--- src/core/fwp_consts.svh ---
`ifndef FWP_CONSTS_SVH
`define FWP_CONSTS_SVH

// Command codes seen on the low data byte
`define FWP_CMD_READ_ARRAY 8'hff
`define FWP_CMD_READ_STATUS 8'h70
`define FWP_CMD_CLEAR_STATUS 8'h50
`define FWP_CMD_PROGRAM 8'h40
`define FWP_CMD_ERASE_SETUP 8'h20
`define FWP_CMD_ERASE_CONFIRM 8'hd0

// Status register bit positions
`define FWP_SR_READY 7
`define FWP_SR_ERASE_ERR 5
`define FWP_SR_PROG_ERR 4
`define FWP_SR_SUPPLY_ERR 3
`define FWP_SR_LOCK_ERR 1
`define FWP_SR_RESET 8'h80

// Block map
`define FWP_BLOCKS_16M 39
`define FWP_BLOCKS_8M 23
`define FWP_BLK_W 6

// Operation time
`define FWP_OP_TIME_NS 2000
`define FWP_CLK_NS 20
`define FWP_OP_CYCLES (`FWP_OP_TIME_NS / `FWP_CLK_NS)

`endif

--- src/core/fwp_pkg.sv ---
package fwp_pkg;
    typedef enum logic [1:0] {
        FWP_PWR_ACTIVE,
        FWP_PWR_SAVE,
        FWP_PWR_STANDBY,
        FWP_PWR_DISABLED
    } fwp_pwr_t;

    typedef enum logic [1:0] {
        FWP_CI_READ_ARRAY,
        FWP_CI_READ_STATUS
    } fwp_ci_mode_t;

    // Host-side pins, already synchronised
    typedef struct packed {
        logic ce_n;
        logic we_n;
        logic oe_n;
        logic wp_n;
        logic rst_n;
        logic vpp_ok;
    } fwp_pins_t;
endpackage

--- src/core/fwp_ctrl.sv ---
// What this block does
// - Supply below lockout level refuses every erase/program and sets supply error bit.
// - Write-protect low refuses erase/program on lockable blocks, reporting it in status.
// - Top layout lockable: blocks 37,38,0-30 (16M) or 21,22,0-14 (8M).
// - Bottom layout lockable: blocks 0,1,8-38 (16M) or 0,1,8-22 (8M).
// - Blocks outside the locked set work normally when supply is adequate.
// - Write-protect high with good supply unlocks all; locking follows that pin and reset only.
// - Reset low keeps device disabled and all blocks locked.
// - Chip-enable low and reset high means active mode.
// - After an array read, go to power save, keeping read data driven.
// - Chip-enable high in read-array mode gives standby with data outputs released.
// - Chip-enable high during an operation: finish it, then stay active in read-status mode until a read-array command.
// - Command write accepted only while write-enable and chip-enable both low.
// - Array changes only after a full valid two-step command sequence.
// - Command interface starts in read-array mode after power-up or reset.
`include "fwp_consts.svh"

module fwp_ctrl
    import fwp_pkg::*;
#(
    parameter int OP_CYCLES = `FWP_OP_CYCLES
)(
    input wire logic clk,
    input wire logic resetn,
    input wire logic ce_n,
    input wire logic we_n,
    input wire logic oe_n,
    input wire logic wp_n,
    input wire logic rst_n,
    input wire logic vpp_ok,
    input wire logic top_cfg,
    input wire logic dens_16m,
    input wire logic [`FWP_BLK_W-1:0] addr_blk,
    input wire logic [15:0] dq_in,
    input wire logic [15:0] array_rdata,
    output logic [15:0] dq_out,
    output logic dq_oe_n,
    output logic [7:0] status,
    output logic array_we,
    output logic array_erase,
    output logic [`FWP_BLK_W-1:0] array_blk,
    output logic [1:0] pwr_mode,
    output logic busy
);
    // ----------------------------------------------------------------
    // Pin synchronisers
    // ----------------------------------------------------------------
    fwp_pins_t pins;
    logic [5:0] pin_raw;
    logic [5:0] pin_sync;
    logic [`FWP_BLK_W-1:0] blk_s;
    logic [15:0] dq_s;

    assign pin_raw = {ce_n, we_n, oe_n, wp_n, rst_n, vpp_ok};

    fwp_sync #(.W(6)) u_pin_sync (
        .clk(clk),
        .resetn(resetn),
        .async_in(pin_raw),
        .sync_out(pin_sync)
    );

    fwp_sync #(.W(`FWP_BLK_W + 16)) u_bus_sync (
        .clk(clk),
        .resetn(resetn),
        .async_in({addr_blk, dq_in}),
        .sync_out({blk_s, dq_s})
    );

    assign pins = fwp_pins_t'(pin_sync);

    // ----------------------------------------------------------------
    // Lock decode
    // ----------------------------------------------------------------
    logic blk_locked;

    fwp_lock u_lock (
        .top_cfg(top_cfg),
        .dens_16m(dens_16m),
        .blk(blk_s),
        .wp_n(pins.wp_n),
        .rst_n(pins.rst_n),
        .locked(blk_locked)
    );

    // ----------------------------------------------------------------
    // Command interface and operation engine
    // ----------------------------------------------------------------
    logic we_q;
    logic we_d;
    logic wr_strobe;
    logic setup_q;
    logic setup_d;
    logic erase_q;
    logic erase_d;
    fwp_ci_mode_t mode_q;
    fwp_ci_mode_t mode_d;
    logic [7:0] sr_q;
    logic [7:0] sr_d;
    logic [15:0] op_cnt_q;
    logic [15:0] op_cnt_d;
    logic aw_q;
    logic aw_d;
    logic ae_q;
    logic ae_d;
    logic [`FWP_BLK_W-1:0] ablk_q;
    logic [`FWP_BLK_W-1:0] ablk_d;
    logic [7:0] cmd;
    logic op_busy;
    logic busy_q;
    logic busy_d;

    assign cmd = dq_s[7:0];
    assign op_busy = (op_cnt_q != 16'h0000);
    // Write taken on the rising edge of the combined strobe
    assign wr_strobe = we_q && (pins.we_n || pins.ce_n || !pins.rst_n);

    always_comb
    begin
        we_d = !pins.we_n && !pins.ce_n && pins.rst_n;
        setup_d = setup_q;
        erase_d = erase_q;
        mode_d = mode_q;
        sr_d = sr_q;
        op_cnt_d = op_cnt_q;
        aw_d = 1'b0;
        ae_d = 1'b0;
        ablk_d = ablk_q;
        if (op_busy)
        begin
            // Runs to the end whatever chip-enable does
            op_cnt_d = op_cnt_q - 16'h0001;
            if (op_cnt_q == 16'h0001)
                sr_d[`FWP_SR_READY] = 1'b1;
        end
        if (!pins.rst_n)
        begin
            setup_d = 1'b0;
            mode_d = FWP_CI_READ_ARRAY;
        end
        else if (wr_strobe && !op_busy)
        begin
            if (setup_q)
            begin
                // Second step of the sequence
                setup_d = 1'b0;
                mode_d = FWP_CI_READ_STATUS;
                if (erase_q && cmd != `FWP_CMD_ERASE_CONFIRM)
                begin
                    sr_d[`FWP_SR_ERASE_ERR] = 1'b1;
                    sr_d[`FWP_SR_PROG_ERR] = 1'b1;
                end
                else if (!pins.vpp_ok)
                begin
                    sr_d[`FWP_SR_SUPPLY_ERR] = 1'b1;
                    sr_d[erase_q ? `FWP_SR_ERASE_ERR : `FWP_SR_PROG_ERR] = 1'b1;
                end
                else if (blk_locked)
                begin
                    sr_d[`FWP_SR_LOCK_ERR] = 1'b1;
                    sr_d[erase_q ? `FWP_SR_ERASE_ERR : `FWP_SR_PROG_ERR] = 1'b1;
                end
                else
                begin
                    // Only a full valid sequence touches the array
                    aw_d = !erase_q;
                    ae_d = erase_q;
                    ablk_d = blk_s;
                    sr_d[`FWP_SR_READY] = 1'b0;
                    op_cnt_d = 16'(OP_CYCLES);
                end
            end
            else
            begin
                unique case (cmd)
                    `FWP_CMD_READ_ARRAY: mode_d = FWP_CI_READ_ARRAY;
                    `FWP_CMD_READ_STATUS: mode_d = FWP_CI_READ_STATUS;
                    `FWP_CMD_CLEAR_STATUS: sr_d = sr_d & 8'h80;
                    `FWP_CMD_PROGRAM:
                    begin
                        setup_d = 1'b1;
                        erase_d = 1'b0;
                    end
                    `FWP_CMD_ERASE_SETUP:
                    begin
                        setup_d = 1'b1;
                        erase_d = 1'b1;
                    end
                    default: mode_d = mode_q;
                endcase
            end
        end
        busy_d = !sr_d[`FWP_SR_READY];
    end

    always_ff @(posedge clk or negedge resetn)
    begin
        if (!resetn)
        begin
            we_q <= 1'b0;
            setup_q <= 1'b0;
            erase_q <= 1'b0;
            mode_q <= FWP_CI_READ_ARRAY;
            sr_q <= `FWP_SR_RESET;
            op_cnt_q <= 16'h0000;
            aw_q <= 1'b0;
            ae_q <= 1'b0;
            ablk_q <= '0;
            busy_q <= 1'b0;
        end
        else
        begin
            we_q <= we_d;
            setup_q <= setup_d;
            erase_q <= erase_d;
            mode_q <= mode_d;
            sr_q <= sr_d;
            op_cnt_q <= op_cnt_d;
            aw_q <= aw_d;
            ae_q <= ae_d;
            ablk_q <= ablk_d;
            busy_q <= busy_d;
        end
    end

    // ----------------------------------------------------------------
    // Power modes and data outputs
    // ----------------------------------------------------------------
    fwp_pwr_t pwr_q;
    fwp_pwr_t pwr_d;
    logic [15:0] dq_q;
    logic [15:0] dq_d;
    logic oe_q;
    logic oe_d;
    logic [`FWP_BLK_W-1:0] last_blk_q;
    logic [`FWP_BLK_W-1:0] last_blk_d;

    always_comb
    begin
        pwr_d = pwr_q;
        dq_d = dq_q;
        last_blk_d = last_blk_q;
        oe_d = 1'b1;
        if (!pins.rst_n)
            pwr_d = FWP_PWR_DISABLED;
        else if (pins.ce_n && !op_busy && !aw_d && !ae_d && mode_q == FWP_CI_READ_ARRAY)
            pwr_d = FWP_PWR_STANDBY;
        else if (!pins.ce_n)
        begin
            pwr_d = FWP_PWR_ACTIVE;
            if (!pins.oe_n && pins.we_n)
            begin
                oe_d = 1'b0;
                if (mode_q == FWP_CI_READ_STATUS)
                    dq_d = {8'h00, sr_q};
                else if (pwr_q == FWP_PWR_SAVE && blk_s == last_blk_q)
                    pwr_d = FWP_PWR_SAVE;
                else
                begin
                    dq_d = array_rdata;
                    last_blk_d = blk_s;
                    pwr_d = FWP_PWR_SAVE;
                end
            end
        end
        else
            pwr_d = FWP_PWR_ACTIVE;
    end

    always_ff @(posedge clk or negedge resetn)
    begin
        if (!resetn)
        begin
            pwr_q <= FWP_PWR_DISABLED;
            dq_q <= 16'h0000;
            oe_q <= 1'b1;
            last_blk_q <= '0;
        end
        else
        begin
            pwr_q <= pwr_d;
            dq_q <= dq_d;
            oe_q <= oe_d;
            last_blk_q <= last_blk_d;
        end
    end

    assign dq_out = dq_q;
    assign dq_oe_n = oe_q;
    assign status = sr_q;
    assign array_we = aw_q;
    assign array_erase = ae_q;
    assign array_blk = ablk_q;
    assign pwr_mode = pwr_q;
    assign busy = busy_q;

    // ----------------------------------------------------------------
    // Checks
    // ----------------------------------------------------------------
    a_supply_refuse: assert property (@(posedge clk) disable iff (!resetn)
        (setup_q && wr_strobe && !op_busy && pins.rst_n && !pins.vpp_ok
            && (!erase_q || cmd == `FWP_CMD_ERASE_CONFIRM))
        |=> sr_q[`FWP_SR_SUPPLY_ERR] && !aw_q && !ae_q)
        else $error("supply lockout did not refuse");
    a_lock_refuse: assert property (@(posedge clk) disable iff (!resetn)
        (setup_q && wr_strobe && !op_busy && pins.vpp_ok && blk_locked)
        |=> !aw_q && !ae_q)
        else $error("locked block was altered");
    a_reset_locks: assert property (@(posedge clk) disable iff (!resetn)
        !pins.rst_n |=> pwr_q == FWP_PWR_DISABLED && !aw_q && !ae_q)
        else $error("reset did not disable device");
    a_standby_hiz: assert property (@(posedge clk) disable iff (!resetn)
        pwr_q == FWP_PWR_STANDBY |-> dq_oe_n)
        else $error("outputs driven in standby");
    a_op_finishes: assert property (@(posedge clk) disable iff (!resetn)
        op_busy |-> pwr_q != FWP_PWR_STANDBY || $past(pwr_q) == FWP_PWR_STANDBY)
        else $error("standby entered mid operation");
    a_clear_sticky: assert property (@(posedge clk) disable iff (!resetn)
        sr_q[`FWP_SR_SUPPLY_ERR] && !(wr_strobe && cmd == `FWP_CMD_CLEAR_STATUS)
        |=> sr_q[`FWP_SR_SUPPLY_ERR])
        else $error("error flag dropped without clear");
    a_write_needs_ce: assert property (@(posedge clk) disable iff (!resetn)
        we_q |-> !$past(pins.ce_n) && !$past(pins.we_n))
        else $error("write taken without both strobes");
    a_two_step: assert property (@(posedge clk) disable iff (!resetn)
        (aw_q || ae_q) |-> $past(setup_q, 1))
        else $error("array altered without setup");
endmodule

--- src/core/fwp_lock.sv ---
`include "fwp_consts.svh"

module fwp_lock
    import fwp_pkg::*;
(
    input wire logic top_cfg,
    input wire logic dens_16m,
    input wire logic [`FWP_BLK_W-1:0] blk,
    input wire logic wp_n,
    input wire logic rst_n,
    output logic locked
);
    logic lockable;

    always_comb
    begin
        if (top_cfg)
        begin
            if (dens_16m)
                lockable = (blk <= 6'h1e) || (blk == 6'h25) || (blk == 6'h26);
            else
                lockable = (blk <= 6'h0e) || (blk == 6'h15) || (blk == 6'h16);
        end
        else
        begin
            if (dens_16m)
                lockable = (blk <= 6'h01) || ((blk >= 6'h08) && (blk <= 6'h26));
            else
                lockable = (blk <= 6'h01) || ((blk >= 6'h08) && (blk <= 6'h16));
        end
        // Reset locks all; otherwise the protect pin decides for lockable blocks
        locked = !rst_n || (!wp_n && lockable);
    end
endmodule

--- src/core/fwp_sync.sv ---
module fwp_sync
    import fwp_pkg::*;
#(
    parameter int W = 6
)(
    input wire logic clk,
    input wire logic resetn,
    input wire logic [W-1:0] async_in,
    output logic [W-1:0] sync_out
);
    logic [W-1:0] meta_q;
    logic [W-1:0] meta_d;
    logic [W-1:0] sync_q;
    logic [W-1:0] sync_d;

    always_comb
    begin
        meta_d = async_in;
        sync_d = meta_q;
    end

    // Reset value is all ones: control pins idle high
    always_ff @(posedge clk or negedge resetn)
    begin
        if (!resetn)
        begin
            meta_q <= '1;
            sync_q <= '1;
        end
        else
        begin
            meta_q <= meta_d;
            sync_q <= sync_d;
        end
    end

    assign sync_out = sync_q;
endmodule
--- config.mk ---
export PLATFORM = sky130hd
export DESIGN_NAME = fwp_ctrl
export DESIGN_NICKNAME = d
export VERILOG_FILES = /design/src/core/fwp_pkg.sv /design/src/core/fwp_ctrl.sv /design/src/core/fwp_lock.sv /design/src/core/fwp_sync.sv
export VERILOG_INCLUDE_DIRS = /design/src /design/src/core
export SDC_FILE = /design/constraint.sdc
export NUM_CORES = 1
export LEC_CHECK = 0
export ABC_AREA = 1
export BUFFER_PORTS_ARGS = -buffer_cell sky130_fd_sc_hd__buf_2
export CAP_MARGIN = 10
export CORE_UTILIZATION = 55
export DETAILED_ROUTE_END_ITERATION = 10
export GPL_TIMING_DRIVEN = 0
export HOLD_SLACK_MARGIN = 0.06
export PLACE_DENSITY_LB_ADDON = 0.05
export SYNTH_ARGS = -nofsm -noshare
export SYNTH_HDL_FRONTEND = slang
export SYNTH_SLANG_ARGS = --single-unit
--- constraint.sdc ---
create_clock -name clk -period 1.9 [get_ports clk]
set_input_delay 0.38 -clock clk [delete_from_list [all_inputs] [get_ports clk]]
set_output_delay 0.38 -clock clk [all_outputs]
set_load 0.01 [all_outputs]
=== After elaboration in Yosys (flattened, before gate mapping) ===
Cells that the tools add are included.

* Register bits: 119
* Bits of input ports: 48

* Add/sub/neg operators: 1
* Magnitude comparators: 8
* Equality and inequality tests: 20
* Multiplexer cells: 57
* Bitwise operators: 9
* Reductions and logical operators: 46

{| class="wikitable"
|+ Operators with widths
! cell !! count
|-
| $mux 16 || 9
|-
| $mux 8 || 4
|-
| $mux 1 || 30
|-
| $eq 8x7->1 const B || 3
|-
| $eq 16x1->1 const B || 1
|-
| $mux 2 || 8
|-
| $or 8x8->8 || 2
|-
| $reduce_bool 16->1 || 1
|-
| $sub 16x1->16 const B || 1
|-
| $logic_and 1x1->1 || 15
|-
| $mux 7 || 2
|-
| $eq 6x5->1 const B || 2
|-
| $eq 6x6->1 const B || 2
|-
| $le 6x5->1 const B || 2
|-
| $reduce_and 6->1 || 2
|-
| $logic_not 1->1 || 10
|-
| $reduce_and 5->1 || 2
|-
| $logic_or 1x1->1 || 9
|-
| $eq 8x6->1 const B || 1
|-
| $eq 8x8->1 const B || 1
|-
| $ne 4x4->1 const B || 2
|-
| $ne 8x8->1 const B || 1
|-
| $reduce_and 4->1 || 2
|-
| $not 1->1 || 7
|-
| other kinds (18) || 22
|}

=== Longest topological paths before layout ===
* Word-level depth: 19
* Depth in mapped cells: 12
* Depth with buffers taken out: 12

=== Hierarchy ===
Synthesis repeated with hierarchy kept, for this count alone.

* Cells, all modules: 517
* Area, all modules: 4927.2 um2

{| class="wikitable"
|+ Modules (own cells, without submodules)
! module !! times used !! cells each !! area each (um2)
|-
| fwp_ctrl || 1 || 435 || 3333.2
|-
| fwp_sync (u_bus_sync) || 1 || 44 || 1156.1
|-
| fwp_sync (u_pin_sync) || 1 || 12 || 315.3
|-
| fwp_lock || 1 || 26 || 122.6
|}

=== Worst setup path before layout ===
No wires, ideal clock.

* Path kind: register to register
* From: reg op_cnt_q[0]
* To: reg op_cnt_q[0]
* Library setup time: 0.115 ns
* Data arrival time: 1.547 ns
* Path slack: 0.238 ns
* Stages on the path, launching flop included: 11
* Buffers on the path: 1
* Period minus slack after synthesis: 1.662 ns
* Path through: dfrtp_1 inv_1 ha_1 nand2_2 nor2_4 nand3_4 nor2_8 nand3_4 buf_6 o21ai_2 inv_2

* Longest elaborated chain between the ends: 8
* Elaborated cells between the ends (all ways): 11
* Those cells by class: 1 x add/sub; 7 x mux; 3 x reduce/logical

{| class="wikitable"
|+ Ends and longest elaborated chain
! element !! RTL line !! RTL
|-
| start, declared || fwp_ctrl.sv:100 || <nowiki>logic [15:0] op_cnt_q;</nowiki>
|-
| start signal, assigned || fwp_ctrl.sv:218 || <nowiki>op_cnt_q <= op_cnt_d;</nowiki>
|-
| $sub 16x1->16 / $reduce_bool 16->1 (equally long branches) || fwp_ctrl.sv:132, fwp_ctrl.sv:114 ||
|-
| $mux 16 || fwp_ctrl.sv:129 || <nowiki>if (op_busy)</nowiki>
|-
| $mux 16 || fwp_ctrl.sv:158 || <nowiki>else if (blk_locked)</nowiki>
|-
| $mux 16 || fwp_ctrl.sv:153 || <nowiki>else if (!pins.vpp_ok)</nowiki>
|-
| $mux 16 || fwp_ctrl.sv:148 || <nowiki>if (erase_q && cmd != `FWP_CMD_ERASE_CONFIRM)</nowiki>
|-
| $mux 16 || fwp_ctrl.sv:143 || <nowiki>if (setup_q)</nowiki>
|-
| $mux 16 || fwp_ctrl.sv:141 || <nowiki>else if (wr_strobe && !op_busy)</nowiki>
|-
| $mux 16 (*) || fwp_ctrl.sv:136 || <nowiki>if (!pins.rst_n)</nowiki>
|-
| via op_cnt_d[0] || fwp_ctrl.sv:101 || <nowiki>logic [15:0] op_cnt_d;</nowiki>
|}

The timed path passes the listed nets; every way through them passes the cells marked *.
A chain may end at the register's enable or synchronous reset.

=== Final worst setup path ===
Ends and elaborated chain as after synthesis.

==> impl_metrics.env <==
export IMPL_cp_end_kind="flop"
export IMPL_ys_warn_count=0
export IMPL_drc=0
export IMPL_worstPathRequired_ns=2.16
export IMPL_numCtsBuffers=9
export IMPL_grt_max_degree=62
export IMPL_drt_iter0_drc=125
export IMPL_synth_most_common_cell="nand2_1"
export IMPL_grt_overflow_total=0
export IMPL_synthMuxAreaShare_pct=0.9308
export IMPL_synth_nets=490
export IMPL_async_flop_share_pct=100.0
export IMPL_drive_gt1_share_pct=35.51
export IMPL_finalMaxSlewViolations=0
export IMPL_grt_pass1_wl_mm=13.42
export IMPL_first_pass_iters=4
export IMPL_tns_ns=0
export IMPL_first_global_vias=2980
export IMPL_wire_per_inst_um=12.10
export IMPL_ys_ff_latch=102
export IMPL_clkSinkCount=102
export IMPL_num_io_pins=84
export IMPL_synthDistinctLibCells=38
export IMPL_fmax_ghz=0.5650
export IMPL_finalSetupViolCount=0
export IMPL_die_w_um=90.44
export IMPL_critical_path_max_fanout=10
export IMPL_coreArea_mm2=0.007408
export IMPL_hold_path_class="in2reg"
export IMPL_synth_enable_flop_cells=0
export IMPL_rsz0062_at_grt="no"
export IMPL_cts_path_max_buffers=2
export IMPL_yosys_area_top_type_share_pct=33.74
export IMPL_dpl_cell_area_mm2=0.004831
export IMPL_port_buffers=75
export IMPL_layout_setup_ws_ns=0.1300
export IMPL_fin_skew_ns=0.005849
export IMPL_met3_usage_pct=5.387
export IMPL_netlist_area_mm2=0.004302
export IMPL_post_route_util_pct=68.76
export IMPL_synthesis_area_per_instance_um2=9.776
export IMPL_ys_flop_type="dfrtp_1"
export IMPL_period_share_pct=93.16
export IMPL_hold_ws_ns=0.1017
export IMPL_final_cell_area_mm2=0.005094
export IMPL_nets=580
export IMPL_grt_use_total_pct=20.77
export IMPL_power_leakage_nw=2.521
export IMPL_diodes=0
export IMPL_drt_total_wl_mm=7.672
export IMPL_cts_tree="built"
export IMPL_fp_dieH_um=90.44
export IMPL_crit_arrival_ns=2.03
export IMPL_syn_to_final_growth_pct=18.41
export IMPL_maxSlewHeadroom_pct=63.96
export IMPL_cap_viol_max_count=0
export IMPL_synth_seq_area_share_pct=60.62
export IMPL_dp_slack_ns=-0.002878
export IMPL_antenna_found_initial=0
export IMPL_initial_utilization_pct=58.06
export IMPL_clk_pin_slew_ns=0.10
export IMPL_crit_path_start_kind="flop"
export IMPL_use_met2_pct=33.91
export IMPL_fin_crit_ns=1.770
export IMPL_synthSimpleGateAreaFrac_pct=21.41
export IMPL_status="complete, no violations"
export IMPL_dieArea_mm2=0.008178
export IMPL_syn_inst=440
export IMPL_worstSkewPairLatency_ns=0.36
export IMPL_synth_compound_area_share_pct=7.912
export IMPL_synth_largest_area_cell="dfrtp_1"
export IMPL_synth_top_family_by_area="simple AND/OR/NAND/NOR gates"
export IMPL_grtUsageMet1_pct=26.83
export IMPL_dp_hpwl_mm=5.747
export IMPL_htreeDepth=3
export IMPL_vias=3043
export IMPL_critical_path_class="reg2reg"
export IMPL_irDropWorstVdd_v=0.0005167
export IMPL_antenna_left=0
export IMPL_final_hold_viol_count=0
export IMPL_ys_top_cells_by_count="nand2_1, dfrtp_1, inv_1"
export IMPL_root_buffer="clkbuf_8"
export IMPL_worst_pin_slew_ns=0.5406
export IMPL_synth_fa_ha_area_share_pct=0.5817
export IMPL_synth_xor_area_share_pct=1.425
export IMPL_n_fill_cell=620
export IMPL_routed_via_density=4.800
export IMPL_power_density_mw_per_mm2=829.7
export IMPL_place_congestion=0.8511
export IMPL_synth_area_leaders="dfrtp_1, dfstp_2, nand2_1"
export IMPL_grt_busiest_layer="met2"
export IMPL_rows=31
report_power, final:
group	internal [mW]	total, mW	switching (mW)
combinational	0.161	0.387	0.226
sequential	2.35	2.42	0.0740
clock	0.654	1.42	0.763
total	3.16	4.23	1.06
worst paths after layout:
kind	to	slack, ns	start	depth (start not counted)
hold reg to reg	u_bus_sync.sync_out[18]	0.36	u_bus_sync.meta_q[18]	0
setup / recovery	op_cnt_q[0]	0.13	op_cnt_q[0]	10
setup reg to reg	op_cnt_q[0]	0.13	op_cnt_q[0]	10
min in group asynchronous	last_blk_q[0]	0.53	resetn	2
max in group asynchronous	u_bus_sync.meta_q[2]	0.66	resetn	3
hold / removal	u_bus_sync.meta_q[16]	0.10	addr_blk[0]	1
flip-flops by register name (all words and copies together) (netlist names):
name and flops:
u_pin_sync.sync_out 6, u_bus_sync.meta_q 14, dq_oe_n 1, u_bus_sync.sync_out 14, we_q 1, last_blk_q 6
mode_q 1, dq_out 16, op_cnt_q 16, busy 1, erase_q 1, pwr_mode 2
setup_q 1, u_pin_sync.meta_q 6, status 8, array_we 1, array_erase 1, array_blk 6
layout make-up:
| type | instances | area, um^2 | area share (%) |
|---|---|---|---|
| Tap cell | 99 | 123.9 | 2.432 |
| Timing Repair Buffer | 79 | 430.4 | 8.450 |
| Buffer | 9 | 62.56 | 1.228 |
| Clock inverter | 5 | 41.29 | 0.8106 |
| Clock buffer | 11 | 173.9 | 3.414 |
| Multi-Input combinational cell | 265 | 1405 | 27.59 |
| Sequential cell | 102 | 2609 | 51.22 |
| Inverter | 64 | 247.7 | 4.864 |
cells in the final DEF (no fill, tap or decap), types with 5 or more instances in the layout:
cell	instances
dfrtp_1	57
inv_2	5
nand2_2	7
o21ai_0	37
a21oi_1	8
buf_4	6
buf_2	75
nor3_1	8
o21ai_2	6
nand4_1	9
nor2_2	7
nand2_1	97
nor2_1	31
clkbuf_8	9
dfstp_2	44
nand3_1	18
inv_1	57
layer usage:
layer,part of all wire (%),routed length (um),vias up
met5,0,0,-
met4,1.4,104,0
met3,4.3,333,11
met2,48,3671,64
met1,46,3563,1402
li1,-,-,1566
timing repair:
item,in CTS,in global routing
pin swaps,0,3
endpoints found under the hold margin,33,0
resized for setup,3,5
hold buffers,1,0
buffers inserted,0,2
endpoints found under the setup margin,5,18
cell families (layout without fill, tap and decap cells):
kind of cell	count (synthesis)	count (layout)
buffers and inverters	73	168
AO/OA/AOI/OAI	59	59
AND/OR/NAND/NOR	193	193
XOR/XNOR	7	7
multiplexers	4	4
flip-flops	102	102
adder cells (fa/ha/maj)	2	2
worst max-delay path: stages, from the launching register on:
cell and delay, ns:
dfrtp_2 0.45, inv_4 0.08, ha_4 0.14, nand2_2 0.10, nor2_4 0.13, nand3_4 0.12, nor2_8 0.18, nand3_4 0.15
buf_6 0.20, o21ai_2 0.07, inv_2 0.04
stage by stage:
step,total power [mW],instances
final,4.226,634
after global routing,4.422,634
after CTS,4.287,632
after detailed placement,2.856,615
after global placement,2.827,614
after floorplan,2.647,440
Note: power is estimated with default switching activity, not from simulation.
